==> src/pkg/urm_pkg.sv <==
// Constants and types shared by the mute-capable serial receiver
package urm_pkg;
  // Register byte offsets
  localparam logic [7:0] ADDR_CTRL = 8'h00;
  localparam logic [7:0] ADDR_MUTE = 8'h04;
  localparam logic [7:0] ADDR_BAUD = 8'h08;
  localparam logic [7:0] ADDR_DATA = 8'h0c;
  localparam logic [7:0] ADDR_STAT = 8'h10;
  localparam logic [7:0] ADDR_MASK = 8'h14;

  // Control register fields
  localparam int CTRL_RXEN_BIT   = 0;
  localparam int CTRL_WAKE_BIT   = 1;
  localparam int CTRL_LONG_BIT   = 2;
  localparam int CTRL_OVERSAMPLE_BY_EIGHT_SELECT_BIT  = 3;
  localparam int CTRL_SINGLE_BIT = 4;
  localparam int CTRL_NODE_LSB   = 8;
  localparam int NODE_W          = 4;

  // Mute register fields
  localparam int MUTE_FLAG_BIT = 0;
  localparam int MUTE_RECEIVE_NOT_EMPTY_FLAG_BIT = 1;

  // Sticky status and mask layout
  localparam int ST_RX   = 0;
  localparam int ST_IDLE = 1;
  localparam int ST_FERR = 2;
  localparam int ST_OVR  = 3;
  localparam int ST_W    = 4;

  // Widths and reset values
  localparam int              BAUD_W    = 16;
  localparam logic [15:0]     BAUD_RST  = 16'h0000;
  localparam logic [ST_W-1:0] MASK_RST  = 4'h0;
  localparam logic [0:0]      LINE_IDLE = 1'h1;

  // Sample ticks per bit, bit times per character and data bits per character
  localparam logic [4:0] OS_SIXTEEN  = 5'h10;
  localparam logic [4:0] OS_EIGHT    = 5'h08;
  localparam logic [3:0] FRAME_SHORT = 4'ha;
  localparam logic [3:0] FRAME_LONG  = 4'hb;
  localparam logic [3:0] DATA_SHORT  = 4'h8;
  localparam logic [3:0] DATA_LONG   = 4'h9;

  typedef enum logic [1:0] {
    URM_IDLE,
    URM_START,
    URM_DATA,
    URM_STOP
  } urm_rx_e;
endpackage : urm_pkg

==> src/hdl/urm_sync3.sv <==
// Three-flop synchroniser for the receive pin
`timescale 1ns/1ps
`default_nettype none
module urm_sync3 (
  input  wire logic i_clk,
  input  wire logic i_rst,
  input  wire logic i_d,
  output var  logic o_q
);
  typedef struct packed {
    logic [2:0] ff;
    logic       q;
  } urm_sync_s;

  urm_sync_s s_r;
  urm_sync_s s_nxt;

  always_comb begin
    s_nxt    = s_r;
    s_nxt.ff = {s_r.ff[1:0], i_d};
    // Stage 0 feeds stage 1 only; the filter looks at stages 1 and 2
    if (s_r.ff[1] == s_r.ff[2]) begin
      s_nxt.q = s_r.ff[2];
    end
  end

  // Line idles high, so reset to ones to avoid a false start
  always_ff @(posedge i_clk) begin
    if (i_rst) begin
      s_r <= '1;
    end else begin
      s_r <= s_nxt;
    end
  end

  assign o_q = s_r.q;
endmodule : urm_sync3
`default_nettype wire

==> src/hdl/urm_rx.sv <==
// Serial receiver with mute and wakeup, AHB-Lite registers and interrupt
//
// Register access over AHB-Lite and the register addresses were left to the implementer.
`timescale 1ns/1ps
`default_nettype none
// How it works
// - Muted receiver sets no status flag
// - Muted receiver raises no receive interrupt
// - Wake select: idle line or address mark
// - Idle mode: software writing one mutes
// - Idle mode: idle frame wakes and clears mute flag
// - Waking idle frame sets no idle flag
// - Idle mode: software writing zero unmutes
// - Long word gives eleven bit times
// - Oversample sixteen or eight per bit
// - Bit decided from one or three samples
// - Centre sampling gives integer divider tolerance
// - Same sampling holds fractional divider tolerance
// - Idle frame is ten or eleven bits
// - Address character: msb set, low nibble compared
// - Matching address unmutes and fills buffer
// - Mute writes ignored while buffer full
module urm_rx (
  input  wire logic        i_clk,
  input  wire logic        i_rst,
  input  wire logic        i_hsel,
  input  wire logic [31:0] i_haddr,
  input  wire logic [1:0]  i_htrans,
  input  wire logic        i_hwrite,
  input  wire logic [2:0]  i_hsize,
  input  wire logic [31:0] i_hwdata,
  input  wire logic        i_hready,
  output var  logic [31:0] o_hrdata,
  output var  logic        o_hreadyout,
  output var  logic        o_hresp,
  input  wire logic        i_rx,
  output var  logic        o_irq
);
  typedef struct packed {
    logic                     rx_en;
    logic                     wake;
    logic                     long_w;
    logic                     oversample_by_eight_select;
    logic                     single;
    logic [urm_pkg::NODE_W-1:0] node;
    logic [urm_pkg::BAUD_W-1:0] baud;
    logic                     mute;
    logic                     receive_not_empty_flag;
    logic [8:0]               data;
    logic [urm_pkg::ST_W-1:0] stat;
    logic [urm_pkg::ST_W-1:0] mask;
    logic                     ph_act;
    logic                     ph_wr;
    logic                     rd_wait;
    logic [7:0]               ph_addr;
    logic [31:0]              hrdata;
    urm_pkg::urm_rx_e         rx_st;
    logic [urm_pkg::BAUD_W-1:0] div_cnt;
    logic [4:0]               sc;
    logic [3:0]               bit_idx;
    logic [8:0]               shift;
    logic [2:0]               smp;
    logic [7:0]               idle_cnt;
    logic                     idle_done;
  } urm_state_s;

  urm_state_s s_r;
  urm_state_s s_nxt;

  logic                     rx_s;
  logic                     tick;
  logic [4:0]               os;
  logic [4:0]               half;
  logic [3:0]               frame;
  logic [3:0]               nbits;
  logic [7:0]               idle_len;
  logic                     bitval;
  logic                     wr;
  logic                     rd;
  logic                     mute_wr;
  logic                     receive_not_empty_flag_clr;
  logic                     char_done;
  logic                     idle_hit;
  logic [8:0]               char_data;
  logic                     is_addr;
  logic                     match;
  logic                     deliver;
  logic [urm_pkg::ST_W-1:0] st_set;

  urm_sync3 u_sync (
    .i_clk (i_clk),
    .i_rst (i_rst),
    .i_d   (i_rx),
    .o_q   (rx_s)
  );

  // Frame shape from the format selects
  assign os       = s_r.oversample_by_eight_select ? urm_pkg::OS_EIGHT : urm_pkg::OS_SIXTEEN;
  assign half     = {1'h0, os[4:1]};
  assign frame    = s_r.long_w ? urm_pkg::FRAME_LONG : urm_pkg::FRAME_SHORT;
  assign nbits    = s_r.long_w ? urm_pkg::DATA_LONG : urm_pkg::DATA_SHORT;
  assign idle_len = 8'(8'(frame) * 8'(os) - 8'h01);
  // Middle sample alone, or majority of three around the bit centre
  assign bitval   = s_r.single ? s_r.smp[1] :
                    ((s_r.smp[0] & s_r.smp[1]) | (s_r.smp[1] & s_r.smp[2]) |
                     (s_r.smp[0] & s_r.smp[2]));
  assign tick     = (s_r.div_cnt == s_r.baud);

  // Bus phases: writes finish in one data cycle, reads take one wait
  assign wr       = s_r.ph_act & s_r.ph_wr;
  assign rd       = s_r.ph_act & ~s_r.ph_wr & s_r.rd_wait;
  assign mute_wr  = wr & (s_r.ph_addr == urm_pkg::ADDR_MUTE);
  assign receive_not_empty_flag_clr = rd & (s_r.ph_addr == urm_pkg::ADDR_DATA);

  // Eight-bit data sits in the top of the shifter; the msb is bit 8 either way
  assign char_data = s_r.long_w ? s_r.shift : {1'h0, s_r.shift[8:1]};
  assign is_addr   = s_r.wake & s_r.shift[8];
  assign match     = (char_data[urm_pkg::NODE_W-1:0] == s_r.node);

  always_comb begin
    s_nxt     = s_r;
    char_done = 1'h0;
    idle_hit  = 1'h0;
    deliver   = 1'h0;
    st_set    = '0;

    s_nxt.div_cnt = tick ? '0 : s_r.div_cnt + 16'h0001;

    // Receive sequencer, stepped once per sample tick
    if (!s_r.rx_en) begin
      s_nxt.rx_st    = urm_pkg::URM_IDLE;
      s_nxt.idle_cnt = '0;
    end else if (tick) begin
      unique case (s_r.rx_st)
        urm_pkg::URM_IDLE: begin
          if (!rx_s) begin
            s_nxt.rx_st     = urm_pkg::URM_START;
            s_nxt.sc        = '0;
            s_nxt.idle_cnt  = '0;
            s_nxt.idle_done = 1'h0;
          end else if (!s_r.idle_done) begin
            if (s_r.idle_cnt == idle_len) begin
              idle_hit        = 1'h1;
              s_nxt.idle_done = 1'h1;
              s_nxt.idle_cnt  = '0;
            end else begin
              s_nxt.idle_cnt = s_r.idle_cnt + 8'h01;
            end
          end
        end
        urm_pkg::URM_START, urm_pkg::URM_DATA: begin
          s_nxt.sc = s_r.sc + 5'h01;
          if ((s_r.sc >= half - 5'h01) && (s_r.sc <= half + 5'h01)) begin
            s_nxt.smp = {s_r.smp[1:0], rx_s};
          end
          if (s_r.sc == os - 5'h01) begin
            s_nxt.sc = '0;
            if (s_r.rx_st == urm_pkg::URM_START) begin
              // A high start bit is noise; go back to hunting
              s_nxt.rx_st   = bitval ? urm_pkg::URM_IDLE : urm_pkg::URM_DATA;
              s_nxt.bit_idx = '0;
            end else begin
              s_nxt.shift   = {bitval, s_r.shift[8:1]};
              s_nxt.bit_idx = s_r.bit_idx + 4'h1;
              if (s_r.bit_idx == nbits - 4'h1) begin
                s_nxt.rx_st = urm_pkg::URM_STOP;
              end
            end
          end
        end
        urm_pkg::URM_STOP: begin
          s_nxt.sc = s_r.sc + 5'h01;
          if ((s_r.sc >= half - 5'h01) && (s_r.sc <= half + 5'h01)) begin
            s_nxt.smp = {s_r.smp[1:0], rx_s};
          end
          // Finish at mid stop bit so a following start edge is not missed
          if (s_r.sc == half + 5'h02) begin
            char_done      = 1'h1;
            s_nxt.rx_st    = urm_pkg::URM_IDLE;
            s_nxt.idle_cnt = '0;
          end
        end
      endcase
    end

    // Bus address phase
    if (i_hsel && i_htrans[1] && i_hready) begin
      s_nxt.ph_act  = 1'h1;
      s_nxt.ph_wr   = i_hwrite;
      s_nxt.rd_wait = ~i_hwrite;
      s_nxt.ph_addr = i_haddr[7:0];
    end else if (i_hready) begin
      s_nxt.ph_act = 1'h0;
    end

    // Read data is registered in the wait cycle; unmapped reads return zero
    if (rd) begin
      s_nxt.rd_wait = 1'h0;
      unique case (s_r.ph_addr)
        urm_pkg::ADDR_CTRL: s_nxt.hrdata = {20'h0_0000, s_r.node, 3'h0, s_r.single,
                                            s_r.oversample_by_eight_select, s_r.long_w, s_r.wake, s_r.rx_en};
        urm_pkg::ADDR_MUTE: s_nxt.hrdata = {30'h0000_0000, s_r.receive_not_empty_flag, s_r.mute};
        urm_pkg::ADDR_BAUD: s_nxt.hrdata = {16'h0000, s_r.baud};
        urm_pkg::ADDR_DATA: s_nxt.hrdata = {23'h00_0000, s_r.data};
        urm_pkg::ADDR_STAT: s_nxt.hrdata = {28'h000_0000, s_r.stat};
        urm_pkg::ADDR_MASK: s_nxt.hrdata = {28'h000_0000, s_r.mask};
        default:            s_nxt.hrdata = 32'h0000_0000;
      endcase
    end

    // Register writes
    if (wr) begin
      unique case (s_r.ph_addr)
        urm_pkg::ADDR_CTRL: begin
          s_nxt.rx_en  = i_hwdata[urm_pkg::CTRL_RXEN_BIT];
          s_nxt.wake   = i_hwdata[urm_pkg::CTRL_WAKE_BIT];
          s_nxt.long_w = i_hwdata[urm_pkg::CTRL_LONG_BIT];
          s_nxt.oversample_by_eight_select  = i_hwdata[urm_pkg::CTRL_OVERSAMPLE_BY_EIGHT_SELECT_BIT];
          s_nxt.single = i_hwdata[urm_pkg::CTRL_SINGLE_BIT];
          s_nxt.node   = i_hwdata[urm_pkg::CTRL_NODE_LSB +: urm_pkg::NODE_W];
        end
        urm_pkg::ADDR_MUTE: begin
          if (!s_r.receive_not_empty_flag) begin
            s_nxt.mute = i_hwdata[urm_pkg::MUTE_FLAG_BIT];
          end
        end
        urm_pkg::ADDR_BAUD: s_nxt.baud = i_hwdata[urm_pkg::BAUD_W-1:0];
        urm_pkg::ADDR_STAT: s_nxt.stat = s_r.stat & ~i_hwdata[urm_pkg::ST_W-1:0];
        urm_pkg::ADDR_MASK: s_nxt.mask = i_hwdata[urm_pkg::ST_W-1:0];
        default: ;
      endcase
    end
    if (receive_not_empty_flag_clr) begin
      s_nxt.receive_not_empty_flag = 1'h0;
    end

    // Idle frame: wakes an idle-mode mute, else reports idle unless muted
    if (idle_hit) begin
      if (s_r.mute && !s_r.wake) begin
        s_nxt.mute = 1'h0;
      end else if (!s_r.mute) begin
        st_set[urm_pkg::ST_IDLE] = 1'h1;
      end
    end

    // Character end: address filtering, then delivery to the buffer
    if (char_done) begin
      if (is_addr) begin
        s_nxt.mute = ~match;
        deliver    = match;
      end else begin
        deliver = ~s_r.mute;
      end
    end
    if (deliver) begin
      st_set[urm_pkg::ST_FERR] = ~bitval;
      // A full buffer keeps the older character and flags the loss
      if (s_r.receive_not_empty_flag && !receive_not_empty_flag_clr) begin
        st_set[urm_pkg::ST_OVR] = 1'h1;
      end else begin
        s_nxt.data             = char_data;
        s_nxt.receive_not_empty_flag             = 1'h1;
        st_set[urm_pkg::ST_RX] = 1'h1;
      end
    end
    // Set wins over a same-cycle clear
    s_nxt.stat = s_nxt.stat | st_set;
  end

  always_ff @(posedge i_clk) begin
    if (i_rst) begin
      s_r <= '0;
    end else begin
      s_r <= s_nxt;
    end
  end

  assign o_hrdata    = s_r.hrdata;
  assign o_hreadyout = ~rd;
  assign o_hresp     = 1'h0;
  assign o_irq       = ~s_r.mute & (|(s_r.stat & s_r.mask));
endmodule : urm_rx
`default_nettype wire

==> config.mk <==
export PLATFORM = sky130hd
export DESIGN_NAME = urm_rx
export DESIGN_NICKNAME = d
export VERILOG_FILES = /design/src/pkg/urm_pkg.sv /design/src/hdl/urm_sync3.sv /design/src/hdl/urm_rx.sv
export SDC_FILE = /design/constraint.sdc
export NUM_CORES = 1
export LEC_CHECK = 0
export ABC_AREA = 1
export CAP_MARGIN = 30
export CORE_MARGIN = 4
export CORE_UTILIZATION = 35
export CTS_CLUSTER_DIAMETER = 50
export DETAILED_ROUTE_END_ITERATION = 8
export DONT_BUFFER_PORTS = 1
export HOLD_SLACK_MARGIN = 0.05
export PLACE_DENSITY = 0.58
export SYNTH_ARGS = -nofsm -noshare
export SYNTH_HDL_FRONTEND = slang
export SYNTH_HIERARCHICAL = 1
export SYNTH_SLANG_ARGS = --single-unit
==> constraint.sdc <==
create_clock -name i_clk -period 1.9 [get_ports i_clk]
set_input_delay 0.095 -clock i_clk [delete_from_list [all_inputs] [get_ports i_clk]]
set_output_delay 0.095 -clock i_clk [all_outputs]
set_load 0.05 [all_outputs]
==> metrics.json, run 1 <==
{
  "outcome": {
    "status": "complete, no violations"
  },
  "detailed_routing": {
    "drt.antenna.violating_nets": 0,
    "dr.pass1.iters": 5,
    "vias": 6214,
    "drc": 0,
    "detailedRoute.firstIterationViolations": 400,
    "detail_route.vias_per_cell": 4.82,
    "detail_route.wl_per_cell_um": 13.5,
    "drt_wl_total_um": 17400
  },
  "finish": {
    "final_nets": 1138,
    "finalNonFillerCells": 1290,
    "fill_cells": 1906,
    "area.growth.synth_to_final_pct": 23.2,
    "fin_area_um2": 8120,
    "fraction_of_layout_instances_using_a_drive_strength_above_1_pct": 14.6
  },
  "yosys": {
    "number_of_distinct_standard_cells_referenced_by_the_synthesized_netlist": 44,
    "synth_warnings": 6,
    "netlist_top_cells_area": "dfxtp_1 37%, nand2_1 13%, inv_1 7.2%",
    "post-synth-top-area-fraction_pct": 37.4,
    "syn_area_um2": 6590,
    "synth-seq-area-share_pct": 37.4,
    "netlist.top_cell.by_area": "dfxtp_1",
    "synth_area_per_cell_um2": 6.69,
    "commonest_register_cell_after_synthesis": "dfxtp_1",
    "yosys_register_bits": 123,
    "synth_async_reset_ratio_pct": 0,
    "number_of_synthesized_flops_with_an_enable_pin": 0,
    "netlist_instances": 985,
    "post-synth-top-count-cell": "nand2_1",
    "synth_common_cells": "236 x nand2_1, 127 x inv_1, 124 x nor2_1"
  },
  "global_route": {
    "globalRoute.totalOverflow": 0,
    "largest_net_degree_at_the_start_of_global_routing": 33,
    "grt_pass1_vias": 5564,
    "grt_antenna_before_repair": 1,
    "first_pass_grt_wire_length_um": 27900,
    "grt_use_total_pct": 16.1
  },
  "setup_path": {
    "worst_setup_path_start_kind": "register",
    "crit_path_dat_ns": 2.15,
    "cp_cell_sequence": "ha_1 > inv_1 > nor2_4 > nand3_2 > buf_4 > nand2_1 > nand3_1 > nor2_1 > nand2_1 > inv_1 > o21ai_0 > a21oi_1",
    "required_ns": 2.24,
    "critical_path.reg2reg.endpoint": "s_r[46]$_SDFFE_PP0P_",
    "rr_startpoint": "s_r[131]$_SDFFE_PP0P_",
    "critical_path.max_stage_delay_ns": 0.34,
    "reg2regPathDepth": 12,
    "setup.worst_path.start": "s_r[131]$_SDFFE_PP0P_",
    "timing.critical_path.fanout_max": 4,
    "worst_path_max_delay_cell": "dfxtp_2",
    "reg2reg_setup_slack_ns": 0.09,
    "setup.worst_path.class": "reg2reg",
    "setup.worst_path.end_class": "register"
  },
  "floorplanning": {
    "start_util_pct": 36.1,
    "die_area_um2": 21100,
    "design.portCount": 110,
    "die_h_um": 145,
    "die_x_um": 145,
    "floorplan.core_area_um2": 18300,
    "rows": 49
  },
  "sta": {
    "finalSetupViolations": 0,
    "hold_viol": 0,
    "max_freq_mhz": 552,
    "grt_setup_unrepaired": "yes",
    "layout_min_cycle_time_ns": 1.81,
    "layout_worst_path_cycle_share_pct": 95.4,
    "final_max_slew_viol_count": 0,
    "worst_hold_slack_ns": 0.279,
    "timing.slew.headroom_pct": 58.6,
    "worst-slew-pin-transition_ns": 0.619,
    "finalClockSkew_ns": 0.00873,
    "setup-tns-final_ns": 0
  },
  "clock_tree": {
    "tritoncts": "built",
    "worst_setup_hold_path_clk_slew_ns": 0.06,
    "cts_made_buffers": 17,
    "clk_latency_ns": 0.42,
    "clock_sink_count": 123,
    "cts.path.max_buffers": 2,
    "cts-htree-levels": 4,
    "clk_root_buffer_cell": "clkbuf_16"
  },
  "place": {
    "place_inst": 1217,
    "buffer_ports.inserted": 0,
    "post_dp_cell_area_um2": 6920,
    "globalplace.congestion": 0.831,
    "hpwl_um": 12400
  },
  "power_and_ir_drop": {
    "power.share.switching_pct": 21.5,
    "clkPwrFrac_pct": 53.7,
    "finalPower_mw": 6.31,
    "p_comb_share_pct": 5.0,
    "max-vdd-ir-drop_mv": 0.629,
    "p_leak_nw": 3.46,
    "power.internal_mw": 4.95,
    "pwr_density_cell_nw_per_um2": 777,
    "sequentialPowerShare_pct": 41.3,
    "p_sw_mw": 1.36
  },
  "run": {
    "max_cap_viol_count": 0
  },
  "worst_hold_path": {
    "worst_hold_path.num_cells": 2,
    "min-delay-start": "i_hready",
    "worstHoldEndpoint": "s_r[87]$_SDFFE_PP0P_",
    "timing.hold.worst.class": "in2reg"
  }
}
-- how the worst max path moves through the flow --
| stage | slack, ns | cells past startpoint | end |
|---|---|---|---|
| after floorplan | 0.06 | 11 | s_r[20]$_SDFFE_PP0P_ |
| after global placement | 0.03 | 9 | s_r[44]$_SDFF_PP0_ |
| after global routing | -0.06 | 12 | s_r[46]$_SDFFE_PP0P_ |
| after detailed placement | 0.01 | 11 | s_r[20]$_SDFFE_PP0P_ |
| after CTS | 0.005 | 11 | s_r[20]$_SDFFE_PP0P_ |
| final | 0.09 | 12 | s_r[46]$_SDFFE_PP0P_ |
-- cell families after synthesis --
family,Yosys count,synth area share [%]
buffers and inverters,195,13.3
and+or+nand+nor,457,29.2
adders and majority gates,16,3.04
other,1,0.0569
DFF,123,37.4
AOI/OAI and AO/OA,176,14.7
xor gates and xnor gates,17,2.26
-- cell type report --
cell class / count / area [um^2] / area share [%]
clock inverter: 8 / 140 / 1.73
clock buffer: 24 / 472 / 5.81
multi-input combinational: 684 / 3470 / 42.8
timing repair inverter: 1 / 7.51 / 0.0925
tap: 229 / 287 / 3.53
antenna: 1 / 2.50 / 0.0308
timing repair buffer: 82 / 727 / 8.95
sequential: 123 / 2480 / 30.6
inverter: 138 / 524 / 6.46
-- state kept, by name, summed over array words and instances (netlist names) --
register      cells
o_hrdata         16
u_sync/o_q        1
u_sync/s_nxt      2
u_sync/s_r        1
s_r             103
-- critical path, delay by kind of cell (launching register included) --
family	cells	cell delay [ns]
fa+ha+maj	1	0.29
flops	1	0.34
buf+inv	3	0.32
compound gates	2	0.21
simple gates	6	0.55
-- layout by cell type, fill, tap and decap left out, types with 6 or more instances in the layout --
cell type	synthesis	final
dfxtp_2	0	15
nand4_1	11	11
inv_1	127	122
nor2_4	2	10
nor3_1	12	10
nor2_2	6	6
a21oi_1	73	71
conb_1	1	17
clkbuf_16	0	17
buf_4	34	46
nand3_2	2	6
nand2_1	236	234
dlygate4sd3_1	0	28
ha_1	16	15
inv_2	11	13
xor2_1	12	12
nand3_1	47	41
nor2_1	124	116
a31oi_1	7	7
o21ai_0	68	67
o22ai_1	8	8
dfxtp_1	123	107
-- through the flow --
stage                     setup slack [ns]  utilization (%)
final                               0.0868             44.4
after floorplan                     0.0621                -
after CTS                          0.00453             43.0
after detailed placement            0.0125             37.9
after global placement              0.0329             37.9
after global routing               -0.0588             44.4
-- routing by layer --
layer  track usage (%)  routed length (um)
met1              22.8                8670
met2              23.7                7330
met3              4.52                1190
met4              5.13                 240
met5                 0                   0
-- timing repair --
item / 4_1_cts / 5_1_grt
hold endpoints to repair: 80 / 0
cloned: 0 / 3
hold buffers: 29 / 0
pin swaps: 2 / 12
setup buffers: 4 / 4
resized for setup: 1 / 61
setup endpoints to repair: 8 / 62
-- power by group through the flow --
stage                     clock network [mW]  logic, mW  registers, mW
after floorplan                            0      0.214           2.66
after global placement                     0      0.231           2.66
final                                   3.39      0.317           2.61
after detailed placement                   0      0.232           2.66
after global routing                    3.57      0.346           2.60
after CTS                               3.45      0.310           2.61
(Power assumes the default switching activity.)
==> inputs of run 2 (changes only) <==
Settings changed: ABC_AREA 1 to default.
Clock period 1.9 ns to 1.6 ns, I/O delays scaled along.
==> run 2 against run 1 <==
The run now ends with negative hold slack, negative setup slack left. Register-to-register slack got worse by 0.86 ns. Non-clock buffer count rose by 101. Area after synthesis fell by 7.2%. Clock-buffer cell count shrank 4. Sequential share of layout area is 2.2 points lower. Critical path depth is 6 lower. Hold slack lost 0.50 ns. Power up 10%. Design area grew 7.8%. Global-route usage is 1.9 points higher. Die area is 6.8% lower. Critical path type unchanged. Clock power grew 4%.
==> metrics.json, run 2 <==
{
  "setup_path": {
    "worst_path_max_delay_cell": "or4_4",
    "worst_setup_path_start_kind": "register",
    "cp_num_buf_inv": {"value": 0, "change": "-3"},
    "worst_path_dominant_cell_family": "simple AND/OR/NAND/NOR gates",
    "setup.worst_path.class": "reg2reg",
    "cp_cell_sequence": "xnor2_1 > nand4_1 > or4_4 > or3_4 > or4_1 > o22ai_1",
    "required": {"value": 1.93, "unit": "ns", "change": "-0.31 ns"},
    "setup.worst_path.end_class": "register",
    "critical_path.max_stage_delay": {"value": 0.61, "unit": "ns", "change": "+0.27 ns"},
    "timing.critical_path.fanout_max": {"value": 4, "change": "unchanged"},
    "crit_path_dat": {"value": 2.71, "unit": "ns", "change": "+0.56 ns"},
    "reg2reg_setup_slack": {"value": -0.77, "unit": "ns", "change": "-0.86 ns"}
  },
  "finish": {
    "number_of_flip_flops_in_the_largest_register": {"value": 103, "change": "unchanged"},
    "final_nets": {"value": 945, "change": "-17%"},
    "fraction_of_layout_instances_using_a_drive_strength_above_1": {"value": 35.3, "unit": "%", "change": "+21 points"},
    "layout_commonest_cell": "buf_4",
    "biggest_register": "s_r",
    "fill_cells": {"value": 1549, "change": "-19%"},
    "antenna-diode-count": {"value": 0, "change": "-1"},
    "area.growth.synth_to_final_pct": 43.0,
    "finalNonFillerCells": {"value": 1091, "change": "-15%"},
    "mostFrequentLayoutCells": "144 x buf_4, 106 x dfxtp_1, 84 x nor2_1"
  },
  "yosys": {
    "synth_top_family_by_area": "simple AND/OR/NAND/NOR gates",
    "synth.mux.area_fraction": {"value": 9.92, "unit": "%", "change": "+9.9 points"},
    "synth-seq-area-share": {"value": 40.3, "unit": "%", "change": "+2.9 points"},
    "number_of_distinct_standard_cells_referenced_by_the_synthesized_netlist": {"value": 64, "change": "+45%"},
    "synth_simple_gate_area_share": {"value": 22.2, "unit": "%", "change": "-7.1 points"},
    "netlist_top_cells_area": "dfxtp_1 40%, mux2i_1 9.0%, nor2_1 5.3%",
    "netlist_instances": {"value": 703, "change": "-29%"},
    "post-synth-top-area-fraction": {"value": 40.3, "unit": "%", "change": "+2.9 points"},
    "synthAdderAreaFrac": {"value": 3.27, "unit": "%", "change": "+0.24 points"},
    "syn_area": {"value": 6120, "unit": "um^2", "change": "-7.2%"},
    "synth_xor_xnor_area_share": {"value": 5.30, "unit": "%", "change": "+3.0 points"},
    "post-synth-top-count-cell": "dfxtp_1",
    "synth_compound_area_share": {"value": 11.8, "unit": "%", "change": "-3.0 points"},
    "synth_common_cells": "123 x dfxtp_1, 86 x nor2_1, 55 x mux2i_1",
    "synth_warnings": {"value": 6, "change": "unchanged"},
    "netlist.top_cell.by_area": "dfxtp_1",
    "number_of_synthesized_flops_with_an_enable_pin": {"value": 0, "change": "unchanged"},
    "synth_async_reset_ratio": {"value": 0, "unit": "%", "change": "unchanged"},
    "yosys_register_bits": {"value": 123, "change": "unchanged"},
    "synth_area_per_cell": {"value": 8.70, "unit": "um^2", "change": "+30%"},
    "commonest_register_cell_after_synthesis": "dfxtp_1"
  },
  "place": {
    "globalplace.congestion": {"value": 0.916, "change": "+10%"},
    "place_inst": {"value": 1030, "change": "-15%"},
    "place_ws": {"value": -0.755, "unit": "ns", "change": "-0.767 ns"},
    "buffer_ports.inserted": {"value": 0, "change": "unchanged"},
    "hpwl": {"value": 12500, "unit": "um", "change": "+0.46%"}
  },
  "floorplanning": {
    "start_util": {"value": 35.5, "unit": "%", "change": "-0.60 points"},
    "die_x": {"value": 140, "unit": "um", "change": "-3.5%"},
    "die_area": {"value": 19700, "unit": "um^2", "change": "-6.8%"},
    "floorplan.core_area": {"value": 17200, "unit": "um^2", "change": "-5.7%"},
    "rows": {"value": 48, "change": "-2.0%"},
    "die_h": {"value": 140, "unit": "um", "change": "-3.5%"},
    "design.portCount": {"value": 110, "change": "unchanged"}
  },
  "sta": {
    "worst-slew-pin-transition": {"value": 0.520, "unit": "ns", "change": "-0.0992 ns"},
    "finalSetupViolations": {"value": 108, "change": "+108"},
    "setup-tns-final": {"value": -56.68, "unit": "ns", "change": "-56.68 ns"},
    "worst_hold_slack": {"value": -0.223, "unit": "ns", "change": "-0.503 ns"},
    "final_max_slew_viol_count": {"value": 0, "change": "unchanged"},
    "grt_setup_unrepaired": "yes",
    "timing.slew.headroom": {"value": 65.2, "unit": "%", "change": "+6.6 points"},
    "max_freq": {"value": 422, "unit": "MHz", "change": "-24%"},
    "layout_worst_path_cycle_share": {"value": 148, "unit": "%", "change": "+53 points"},
    "layout_min_cycle_time": {"value": 2.37, "unit": "ns", "change": "+0.559 ns"},
    "finalClockSkew": {"value": 0.0109, "unit": "ns", "change": "+0.00213 ns"},
    "hold_viol": {"value": 83, "change": "+83"},
    "timing.final.ws_setup": {"value": -0.772, "unit": "ns", "change": "-0.859 ns"}
  },
  "clock_tree": {
    "cts.path.max_buffers": {"value": 2, "change": "unchanged"},
    "clk_root_buffer_cell": "clkbuf_16",
    "worst_setup_hold_path_clk_slew": {"value": 0.06, "unit": "ns", "change": "about the same"},
    "clk_latency": {"value": 0.42, "unit": "ns", "change": "about the same"},
    "cts_made_buffers": {"value": 17, "change": "unchanged"},
    "clock_sink_count": {"value": 123, "change": "unchanged"},
    "cts-hold-fix-buffers": {"value": 15, "change": "-48%"},
    "tritoncts": "built",
    "cts-htree-levels": {"value": 4, "change": "unchanged"}
  },
  "detailed_routing": {
    "drt.antenna.violating_nets": {"value": 0, "change": "unchanged"},
    "detail_route.wl_per_cell": {"value": 16.3, "unit": "um", "change": "+20%"},
    "dr.pass1.iters": {"value": 5, "change": "unchanged"},
    "drt_wl_total": {"value": 17700, "unit": "um", "change": "+1.8%"},
    "detail_route.vias_per_cell": {"value": 5.14, "change": "+6.7%"},
    "drc": {"value": 0, "change": "unchanged"},
    "detailedRoute.firstIterationViolations": {"value": 361, "change": "-9.8%"},
    "vias": {"value": 5605, "change": "-9.8%"}
  },
  "global_route": {
    "largest_net_degree_at_the_start_of_global_routing": {"value": 106, "change": "+220%"},
    "grt_antenna_before_repair": {"value": 0, "change": "-1"},
    "globalRoute.totalOverflow": {"value": 0, "change": "unchanged"},
    "grt_use_total": {"value": 18.0, "unit": "%", "change": "+1.9 points"},
    "first_pass_grt_wire_length": {"value": 28800, "unit": "um", "change": "+3.2%"},
    "grt_pass1_vias": {"value": 5619, "change": "+0.99%"}
  },
  "worst_hold_path": {
    "timing.hold.worst.class": "in2reg"
  },
  "outcome": {
    "status": "finished with violations",
    "failed_checks": "negative hold slack, negative setup slack"
  },
  "power_and_ir_drop": {
    "max-vdd-ir-drop": {"value": 0.701, "unit": "mV", "change": "+11%"},
    "pwr_density_cell": {"value": 796, "unit": "nW/um^2", "change": "+2.5%"},
    "finalPower": {"value": 6.96, "unit": "mW", "change": "+10%"},
    "p_leak": {"value": 3.45, "unit": "nW", "change": "-0.49%"}
  },
  "run": {
    "max_cap_viol_count": {"value": 0, "change": "unchanged"}
  }
}
==> run 2: changes by cell type in the layout (fill, tap and decap cells not counted), moves of 20 or more <==
| cell | delta |
|---|---|
| buf_4 | +98 |
| mux2i_1 | +49 |
| nand2_1 | -181 |
| nor2_1 | -32 |
| inv_1 | -113 |
| a21oi_1 | -39 |
| xnor2_1 | +20 |
| o21ai_0 | -54 |
==> run 2: final timing paths <==
path	from	end	cells past startpoint
hold / removal	i_rst	s_r[27]$_SDFFE_PP0P_	1
setup reg to reg	s_r[33]$_SDFF_PP0_	s_r[7]$_SDFFE_PP0P_	6
hold reg to reg	s_r[2]$_SDFFE_PP0P_	s_r[2]$_SDFFE_PP0P_	2
setup / recovery	s_r[33]$_SDFF_PP0_	s_r[7]$_SDFFE_PP0P_	6
==> run 2: worst reg2reg max path, stage by stage (launching register included) <==
cell and delay (ns):
dfxtp_1 0.32, xnor2_1 0.20, nand4_1 0.17, or4_4 0.61, or3_4 0.43, or4_1 0.40
o22ai_1 0.16
==> run 2: cell type report <==
| type | count | area [um^2] | share of cell area, % |
|---|---|---|---|
| clock inverter | 11 | 97.6 | 1.12 |
| inverter | 11 | 48.8 | 0.558 |
| clock buffer | 20 | 447 | 5.11 |
| tap | 225 | 282 | 3.22 |
| multi-input combinational | 518 | 3790 | 43.3 |
| timing repair buffer | 183 | 1600 | 18.3 |
| sequential | 123 | 2490 | 28.5 |
==> run 2: per-stage QoR <==
stage                     utilization [%]  area (um^2)
after floorplan                         -         6370
after global placement               42.7         7360
after detailed placement             42.7         7360
after CTS                            48.9         8430
after global routing                 50.7         8750
final                                50.7         8750
==> run 2: repair_timing <==
item	in CTS	in global routing
setup endpoints to repair	109	109
hold endpoints to repair	109	94
resized for setup	66	55
setup buffers	7	5
pin swaps	28	34
gates cloned	2	1
==> run 2: power breakdown <==
part	switching (mW)	total [mW]	internal, mW
combinational	0.205	0.343	0.138
sequential	0.00895	3.09	3.08
clock	1.38	3.54	2.16
total	1.59	6.96	5.37
==> run 2: kinds of logic (layout without fill, tap and decap cells) <==
family / after synthesis / in the layout
XOR/XNOR: 37 / 37
other: 1 / 17
adder cells (fa/ha/maj): 16 / 16
AO/OA/AOI/OAI: 116 / 116
buffers and inverters: 78 / 225
multiplexers: 60 / 60
flip-flops: 123 / 123
AND/OR/NAND/NOR: 272 / 272
==> run 2: layer usage <==
| layer | vias up | wire [um] | track usage (%) |
|---|---|---|---|
| li1 | 2743 | - | - |
| met1 | 2690 | 8400 | 24.2 |
| met2 | 146 | 8160 | 28.6 |
| met3 | 26 | 767 | 3.07 |
| met4 | 0 | 419 | 7.70 |
| met5 | - | 0 | 0 |
